File: src/rtl/aco_defs.vh
// register offsets, field positions and reset values of the channel one config bank
`ifndef ACO_DEFS_VH
`define ACO_DEFS_VH

`define ACO_OFS_INPUT_SETUP 8'h3c
`define ACO_OFS_GAIN 8'h3d
`define ACO_OFS_VOLUME 8'h3e
`define ACO_OFS_TRIM 8'h3f
`define ACO_OFS_PHASE 8'h40

`define ACO_RST_INPUT_SETUP 8'h00
`define ACO_RST_GAIN 8'h00
`define ACO_RST_VOLUME 8'hc9
`define ACO_RST_TRIM 8'h80
`define ACO_RST_PHASE 8'h00

`define ACO_MASK_INPUT_SETUP 8'hfd
`define ACO_MASK_TRIM 8'hf0

`define ACO_BIT_KIND 7
`define ACO_SRC_HI 6
`define ACO_SRC_LO 5
`define ACO_BIT_COUPLING 4
`define ACO_IMP_HI 3
`define ACO_IMP_LO 2
`define ACO_BIT_ENHANCE 0
`define ACO_GAIN_HI 7
`define ACO_GAIN_LO 1
`define ACO_BIT_NEG 0
`define ACO_GCAL_HI 7
`define ACO_GCAL_LO 4

`define ACO_SRC_DIFF 2'h0
`define ACO_SRC_SINGLE 2'h1
`define ACO_SRC_PULSE 2'h2
`define ACO_IMP_2K5 2'h0
`define ACO_IMP_10K 2'h1
`define ACO_IMP_20K 2'h2
`define ACO_GAIN_MAX 7'h54
`define ACO_VOL_ZERO 8'hc9
`define ACO_GCAL_ZERO 4'h8

`endif

File: src/rtl/aco_regs.v
// channel one configuration registers with decoded control outputs
`timescale 1ns/10ps
`include "aco_defs.vh"

module aco_regs (
	input wire mclk_i,
	input wire reset_n_i,
	input wire clk_en_i,
	input wire wr_en_i,
	input wire [7:0] addr_i,
	input wire [7:0] wdata_i,
	output reg [7:0] rdata_o,
	output reg ch_a_input_kind_o,
	output reg [1:0] ch_a_input_source_o,
	output reg ch_a_pulse_mic_sel_o,
	output reg ch_a_coupling_select_o,
	output reg ch_a_dc_coupled_o,
	output reg [1:0] ch_a_impedance_select_o,
	output reg ch_a_range_enhance_on_o,
	output reg [6:0] ch_a_gain_code_o,
	output reg ch_a_gain_negative_o,
	output reg [8:0] ch_a_gain_half_db_o,
	output reg ch_a_gain_invalid_o,
	output reg [7:0] ch_a_volume_code_o,
	output reg ch_a_mute_o,
	output reg signed [9:0] ch_a_volume_half_db_o,
	output reg [3:0] ch_a_gain_trim_o,
	output reg signed [4:0] ch_a_trim_tenth_db_o,
	output reg [7:0] ch_a_phase_trim_o
);

	reg [7:0] input_setup;
	reg [7:0] gain;
	reg [7:0] volume;
	reg [7:0] trim;
	reg [7:0] phase;
	reg [7:0] next_rdata;
	reg next_invalid;
	reg next_pulse_mic_sel;
	reg next_dc_coupled;
	reg next_mute;
	reg [8:0] next_gain_half_db;
	reg signed [9:0] next_volume_half_db;
	reg signed [4:0] next_trim_tenth_db;
	wire [1:0] src;
	wire [1:0] imp;
	wire [6:0] gcode;
	wire [3:0] gcal;
	wire analog_src;

	assign src = input_setup[`ACO_SRC_HI:`ACO_SRC_LO];
	assign imp = input_setup[`ACO_IMP_HI:`ACO_IMP_LO];
	assign gcode = gain[`ACO_GAIN_HI:`ACO_GAIN_LO];
	assign gcal = trim[`ACO_GCAL_HI:`ACO_GCAL_LO];
	assign analog_src = (src == `ACO_SRC_DIFF) || (src == `ACO_SRC_SINGLE);

	// ----------------------------------------
	// configuration registers
	// ----------------------------------------
	// one process per register so a write can only ever touch its own byte
	always @(posedge mclk_i)
	begin
		if (!reset_n_i)
		begin
			input_setup <= `ACO_RST_INPUT_SETUP;
		end
		else if (clk_en_i && wr_en_i && addr_i == `ACO_OFS_INPUT_SETUP)
		begin
			input_setup <= wdata_i & `ACO_MASK_INPUT_SETUP;
		end
	end

	always @(posedge mclk_i)
	begin
		if (!reset_n_i)
		begin
			gain <= `ACO_RST_GAIN;
		end
		else if (clk_en_i && wr_en_i && addr_i == `ACO_OFS_GAIN)
		begin
			gain <= wdata_i;
		end
	end

	always @(posedge mclk_i)
	begin
		if (!reset_n_i)
		begin
			volume <= `ACO_RST_VOLUME;
		end
		else if (clk_en_i && wr_en_i && addr_i == `ACO_OFS_VOLUME)
		begin
			volume <= wdata_i;
		end
	end

	// low nibble is reserved and forced to zero on the way in
	always @(posedge mclk_i)
	begin
		if (!reset_n_i)
		begin
			trim <= `ACO_RST_TRIM;
		end
		else if (clk_en_i && wr_en_i && addr_i == `ACO_OFS_TRIM)
		begin
			trim <= wdata_i & `ACO_MASK_TRIM;
		end
	end

	always @(posedge mclk_i)
	begin
		if (!reset_n_i)
		begin
			phase <= `ACO_RST_PHASE;
		end
		else if (clk_en_i && wr_en_i && addr_i == `ACO_OFS_PHASE)
		begin
			phase <= wdata_i;
		end
	end

	// ----------------------------------------
	// read decode
	// ----------------------------------------
	// unmapped addresses read as zero
	always @*
	begin
		next_rdata = 8'h00;
		if (addr_i == `ACO_OFS_INPUT_SETUP)
			next_rdata = input_setup;
		else if (addr_i == `ACO_OFS_GAIN)
			next_rdata = gain;
		else if (addr_i == `ACO_OFS_VOLUME)
			next_rdata = volume;
		else if (addr_i == `ACO_OFS_TRIM)
			next_rdata = trim;
		else if (addr_i == `ACO_OFS_PHASE)
			next_rdata = phase;
	end

	// ----------------------------------------
	// reserved and unsupported settings
	// ----------------------------------------
	// reserved codes are stored as written; this flag only reports them
	always @*
	begin
		next_invalid = 1'b0;
		if (gcode > `ACO_GAIN_MAX)
			next_invalid = 1'b1;
		if (gain[`ACO_BIT_NEG] && imp == `ACO_IMP_2K5)
			next_invalid = 1'b1;
		if (src == 2'h3 || imp == 2'h3)
			next_invalid = 1'b1;
	end

	// ----------------------------------------
	// decoded values ahead of the output flops
	// ----------------------------------------
	always @*
	begin
		// pins themselves are muxed elsewhere once software sets them up
		next_pulse_mic_sel = (src == `ACO_SRC_PULSE);
		next_dc_coupled = 1'b0;
		// coupling only matters on an analog source
		if (analog_src)
			next_dc_coupled = input_setup[`ACO_BIT_COUPLING];
		next_mute = (volume == 8'h00);
		next_gain_half_db = {2'b00, gcode};
		// half dB units relative to the 0 dB volume code
		next_volume_half_db = $signed({2'b00, volume}) - $signed({2'b00, `ACO_VOL_ZERO});
		next_trim_tenth_db = $signed({1'b0, gcal}) - $signed({1'b0, `ACO_GCAL_ZERO});
	end

	// ----------------------------------------
	// output flops: read data
	// ----------------------------------------
	always @(posedge mclk_i)
	begin
		if (!reset_n_i)
		begin
			rdata_o <= 8'h00;
		end
		else if (clk_en_i)
		begin
			rdata_o <= next_rdata;
		end
	end

	// ----------------------------------------
	// output flops: input path
	// ----------------------------------------
	always @(posedge mclk_i)
	begin
		if (!reset_n_i)
		begin
			ch_a_input_kind_o <= 1'b0;
			ch_a_input_source_o <= `ACO_SRC_DIFF;
			ch_a_pulse_mic_sel_o <= 1'b0;
			ch_a_coupling_select_o <= 1'b0;
			ch_a_dc_coupled_o <= 1'b0;
			ch_a_impedance_select_o <= `ACO_IMP_2K5;
			ch_a_range_enhance_on_o <= 1'b0;
		end
		else if (clk_en_i)
		begin
			ch_a_input_kind_o <= input_setup[`ACO_BIT_KIND];
			ch_a_input_source_o <= src;
			ch_a_pulse_mic_sel_o <= next_pulse_mic_sel;
			ch_a_coupling_select_o <= input_setup[`ACO_BIT_COUPLING];
			ch_a_dc_coupled_o <= next_dc_coupled;
			ch_a_impedance_select_o <= imp;
			// the enhancer, gain and compressor choice is made outside
			ch_a_range_enhance_on_o <= input_setup[`ACO_BIT_ENHANCE];
		end
	end

	// ----------------------------------------
	// output flops: analog gain
	// ----------------------------------------
	// the invalid flag is advisory; the raw code still goes out
	always @(posedge mclk_i)
	begin
		if (!reset_n_i)
		begin
			ch_a_gain_code_o <= 7'h00;
			ch_a_gain_negative_o <= 1'b0;
			ch_a_gain_half_db_o <= 9'h000;
			ch_a_gain_invalid_o <= 1'b0;
		end
		else if (clk_en_i)
		begin
			ch_a_gain_code_o <= gcode;
			ch_a_gain_negative_o <= gain[`ACO_BIT_NEG];
			ch_a_gain_half_db_o <= next_gain_half_db;
			ch_a_gain_invalid_o <= next_invalid;
		end
	end

	// ----------------------------------------
	// output flops: digital volume
	// ----------------------------------------
	always @(posedge mclk_i)
	begin
		if (!reset_n_i)
		begin
			ch_a_volume_code_o <= `ACO_VOL_ZERO;
			ch_a_mute_o <= 1'b0;
			ch_a_volume_half_db_o <= 10'sh000;
		end
		else if (clk_en_i)
		begin
			ch_a_volume_code_o <= volume;
			ch_a_mute_o <= next_mute;
			ch_a_volume_half_db_o <= next_volume_half_db;
		end
	end

	// ----------------------------------------
	// output flops: gain trim
	// ----------------------------------------
	always @(posedge mclk_i)
	begin
		if (!reset_n_i)
		begin
			ch_a_gain_trim_o <= `ACO_GCAL_ZERO;
			ch_a_trim_tenth_db_o <= 5'sh00;
		end
		else if (clk_en_i)
		begin
			ch_a_gain_trim_o <= gcal;
			ch_a_trim_tenth_db_o <= next_trim_tenth_db;
		end
	end

	// ----------------------------------------
	// output flops: phase trim
	// ----------------------------------------
	// the delay line itself sits in the modulator path, not here
	always @(posedge mclk_i)
	begin
		if (!reset_n_i)
		begin
			ch_a_phase_trim_o <= 8'h00;
		end
		else if (clk_en_i)
		begin
			ch_a_phase_trim_o <= phase;
		end
	end

endmodule

File: config.mk
export PLATFORM = sky130hd
export DESIGN_NAME = aco_regs
export DESIGN_NICKNAME = d
export VERILOG_FILES = /design/src/rtl/aco_regs.v
export VERILOG_INCLUDE_DIRS = /design/src /design/src/rtl
export SDC_FILE = /design/constraint.sdc
export NUM_CORES = 1
export LEC_CHECK = 0
export BUFFER_PORTS_ARGS = -buffer_cell sky130_fd_sc_hd__buf_2
export CORE_ASPECT_RATIO = 2
export CORE_MARGIN = 2
export CORE_UTILIZATION = 53
export CTS_CLUSTER_SIZE = 24
export DETAILED_ROUTE_END_ITERATION = 12
export PLACE_DENSITY = 0.79
export SYNTH_ARGS = -nofsm -noshare
export SYNTH_HDL_FRONTEND = slang
export SYNTH_SLANG_ARGS = --single-unit
export TNS_END_PERCENT = 5
File: constraint.sdc
create_clock -name mclk_i -period 1.9 [get_ports mclk_i]
set_clock_uncertainty 0.15 [all_clocks]
set_input_delay 0.19 -clock mclk_i [delete_from_list [all_inputs] [get_ports mclk_i]]
set_output_delay 0.19 -clock mclk_i [all_outputs]
set_load 0.01 [all_outputs]
==> run metrics <==
Synth async-reset ratio 0; Sw Pwr 0.922 mW; CTS Buf Count 9; routed vias/inst 5.72; Slew HR 0.485; Int Power 3.31 mW; Fin. Hold Viols 0; Boundary Pins 91; Synth Area in Compound Gates 0.151; Post-Route Utilization 0.656; CTS tree yes; Clk Latency, worst-skew pair 0.34 ns; syn avg cell area 8.92 um^2; most common cell after layout, fill and taps aside dfxtp_1; Tot GR Track Use 0.279; mapped cell area 3920 um^2; HPWL Detailed 8.00 mm; power share of the combinational group 0.054; commonest non-fill, non-tap cells in the layout dfxtp_1, buf_2, nand2_1, nor2_1, mux2i_1; Gates resized, CTS repair 0; hold crit path type input pin to register; initial antenna violation count 0; P_leak 2.16 nW; drt wl/cell 18.2 um; Post-Synth Simple-Gate Area 0.180; FP Rows 44; clock buffer depth 2; PwrDens 895 nW/um^2; Post-Synth XOR/XNOR Area 0.00671; MaxCap Viol Count 0; CP Capture Type register; Seq/Total Area, Yosys 0.470; clk sink count 92; critical path class register to register; Initial Utilization 0.543; CP arrival 1.79 ns; Port Buffer Count 88; Primary FF master, synth dfxtp_1; mux cell area share after synthesis 0.110; clock power share 0.487; Post-Synth Adder-Cell Area 0.00639; clock-pin slew on the worst setup and hold paths 0.06 ns; switching power share of the total 0.218; core area 7210 um^2; Overflow after GRT 0; placed cell areas 4340 um^2; Die Height 126 um; nets 533; Yosys reg bits 92; Worst IR Drop VDD 0.625 mV; Crit Path Max Fanout 6; Final ANT Viol Nets 0; DRT Pass-1 Iters 5; Required @ worst endpoint 1.97 ns; CP startpoint kind register; count of cell types in the netlist 51; root buffer cell clkbuf_16; Post-Route WL 11.1 mm; Post-synth EDFFs 0; RSZ-0062 raised after global routing no; layout cells sized above 1 0.244; synth warn 0; DR vias 3477; Flop pwr share 0.459; CTS H-tree depth 3; DRC Markers 0; global-route wire length before repair 17.1 mm; Synth-to-Final Area Change 20.8%; fin crit share 0.906; Synth Instances 439; n_diodes 0; status finished clean; number of global-route vias before repair 3423; Slew Viols, Final 0; Worst-Margin Slew 0.753 ns; largest family of logic cells by synthesized area simple AND/OR/NAND/NOR gates; GP Congestion 0.925; Peak Freq 0.581 GHz; minimum clock period 1.72 ns; Finished Cell Area 4730 um^2; DRT iter0 DRCs 293; Die ar. 8130 um^2; Die Width 64.8 um; pin count of the biggest net entering global routing 50; Setup TNS 0 ns; Setup violations, final 0
[worst max-delay path, cell delays in order, from the launching register on]
cell,delay [ns]
dfxtp_1,0.38
inv_1,0.12
ha_1,0.20
nand2b_1,0.12
a21boi_0,0.37
xor2_1,0.19
o21ai_0,0.08
[power groups by stage]
| stage | sequential, mW | clock, mW | combinational (mW) |
|---|---|---|---|
| 3_3_place_gp | 1.99 | 0 | 0.219 |
| 2_1_floorplan | 1.99 | 0 | 0.136 |
| 5_1_grt | 1.94 | 2.17 | 0.247 |
| 4_1_cts | 1.94 | 2.08 | 0.228 |
| 6_report | 1.94 | 2.06 | 0.230 |
| 3_5_place_dp | 1.99 | 0 | 0.219 |
[cell usage after synthesis, types with 7 or more instances]
cell	number	area, um^2
dfxtp_1	92	1840
nand2_1	45	169
nor2_1	45	169
mux2i_1	42	420
a21oi_1	39	195
nand3_1	25	125
o21ai_0	25	125
buf_4	16	120
clkbuf_1	12	45.0
buf_2	9	45.0
inv_1	9	33.8
a2bb2oi_1	7	61.3
[final timing paths]
check	from	to	slack [ns]	cells after the start
setup / recovery	volume[0]	ch_a_volume_half_db_o[6]	0.18	6
hold / removal	wdata_i[4]	phase[4]	0.02	3
setup reg to reg	volume[0]	ch_a_volume_half_db_o[6]	0.18	6
hold reg to reg	input_setup[4]	input_setup[4]	0.31	2
[final cells by class]
class | instances | area (um^2)
clock buffers | 9 | 225
clock inverters | 7 | 124
fillers | 620 | 2480
inverters | 9 | 33.8
multi-input cells | 294 | 1790
flip-flops and latches | 92 | 1840
well taps | 92 | 115
repair buffers | 105 | 603
[sequential cells by signal, summed over array words and instances, names as in the netlist, 2 cells and up]
signal and cells:
ch_a_input_source_o 2, ch_a_impedance_select_o 2, trim 4, ch_a_gain_trim_o 4, ch_a_gain_half_db_o 7, ch_a_volume_code_o 8, gain 8, ch_a_volume_half_db_o 9
phase 8, ch_a_phase_trim_o 8, rdata_o 8, input_setup 7, volume 8
[metal layers]
layer | GRT usage | vias to the layer above | share of wire | wire length (um)
met1 | 0.302 | 1661 | 0.37 | 4040
met5 | 0 | - | 0 | 0
li1 | - | 1673 | - | -
met3 | 0.0459 | 31 | 0.043 | 478
met4 | 0.160 | 0 | 0.051 | 565
met2 | 0.497 | 112 | 0.54 | 5980
[kinds of logic after synthesis]
logic type | after synthesis
AND/OR/NAND/NOR | 147
multiplexers | 43
XOR/XNOR | 3
other | 1
buffers and inverters | 54
adder cells (fa/ha/maj) | 2
flip-flops | 92
AO/OA/AOI/OAI | 97
[metrics by stage]
stage          total power, mW  setup WS, ns  hold WS (ns)  instances
2_1_floorplan             2.13         0.511         0.165        440
3_3_place_gp              2.20        0.0820         0.285        588
3_5_place_dp              2.21         0.127         0.302        588
4_1_cts                   4.25         0.221        0.0132        608
5_1_grt                   4.36        0.0729        0.0276        608
6_report                  4.23         0.180        0.0183        608
[timing repair]
| item | 4_1_cts | 5_1_grt |
|---|---|---|
| setup buffers | 0 | 0 |
| hold buffers | 4 | 0 |
| endpoints found under the hold margin | 5 | 0 |
No activity file was read; power rests on OpenSTA's default activity.
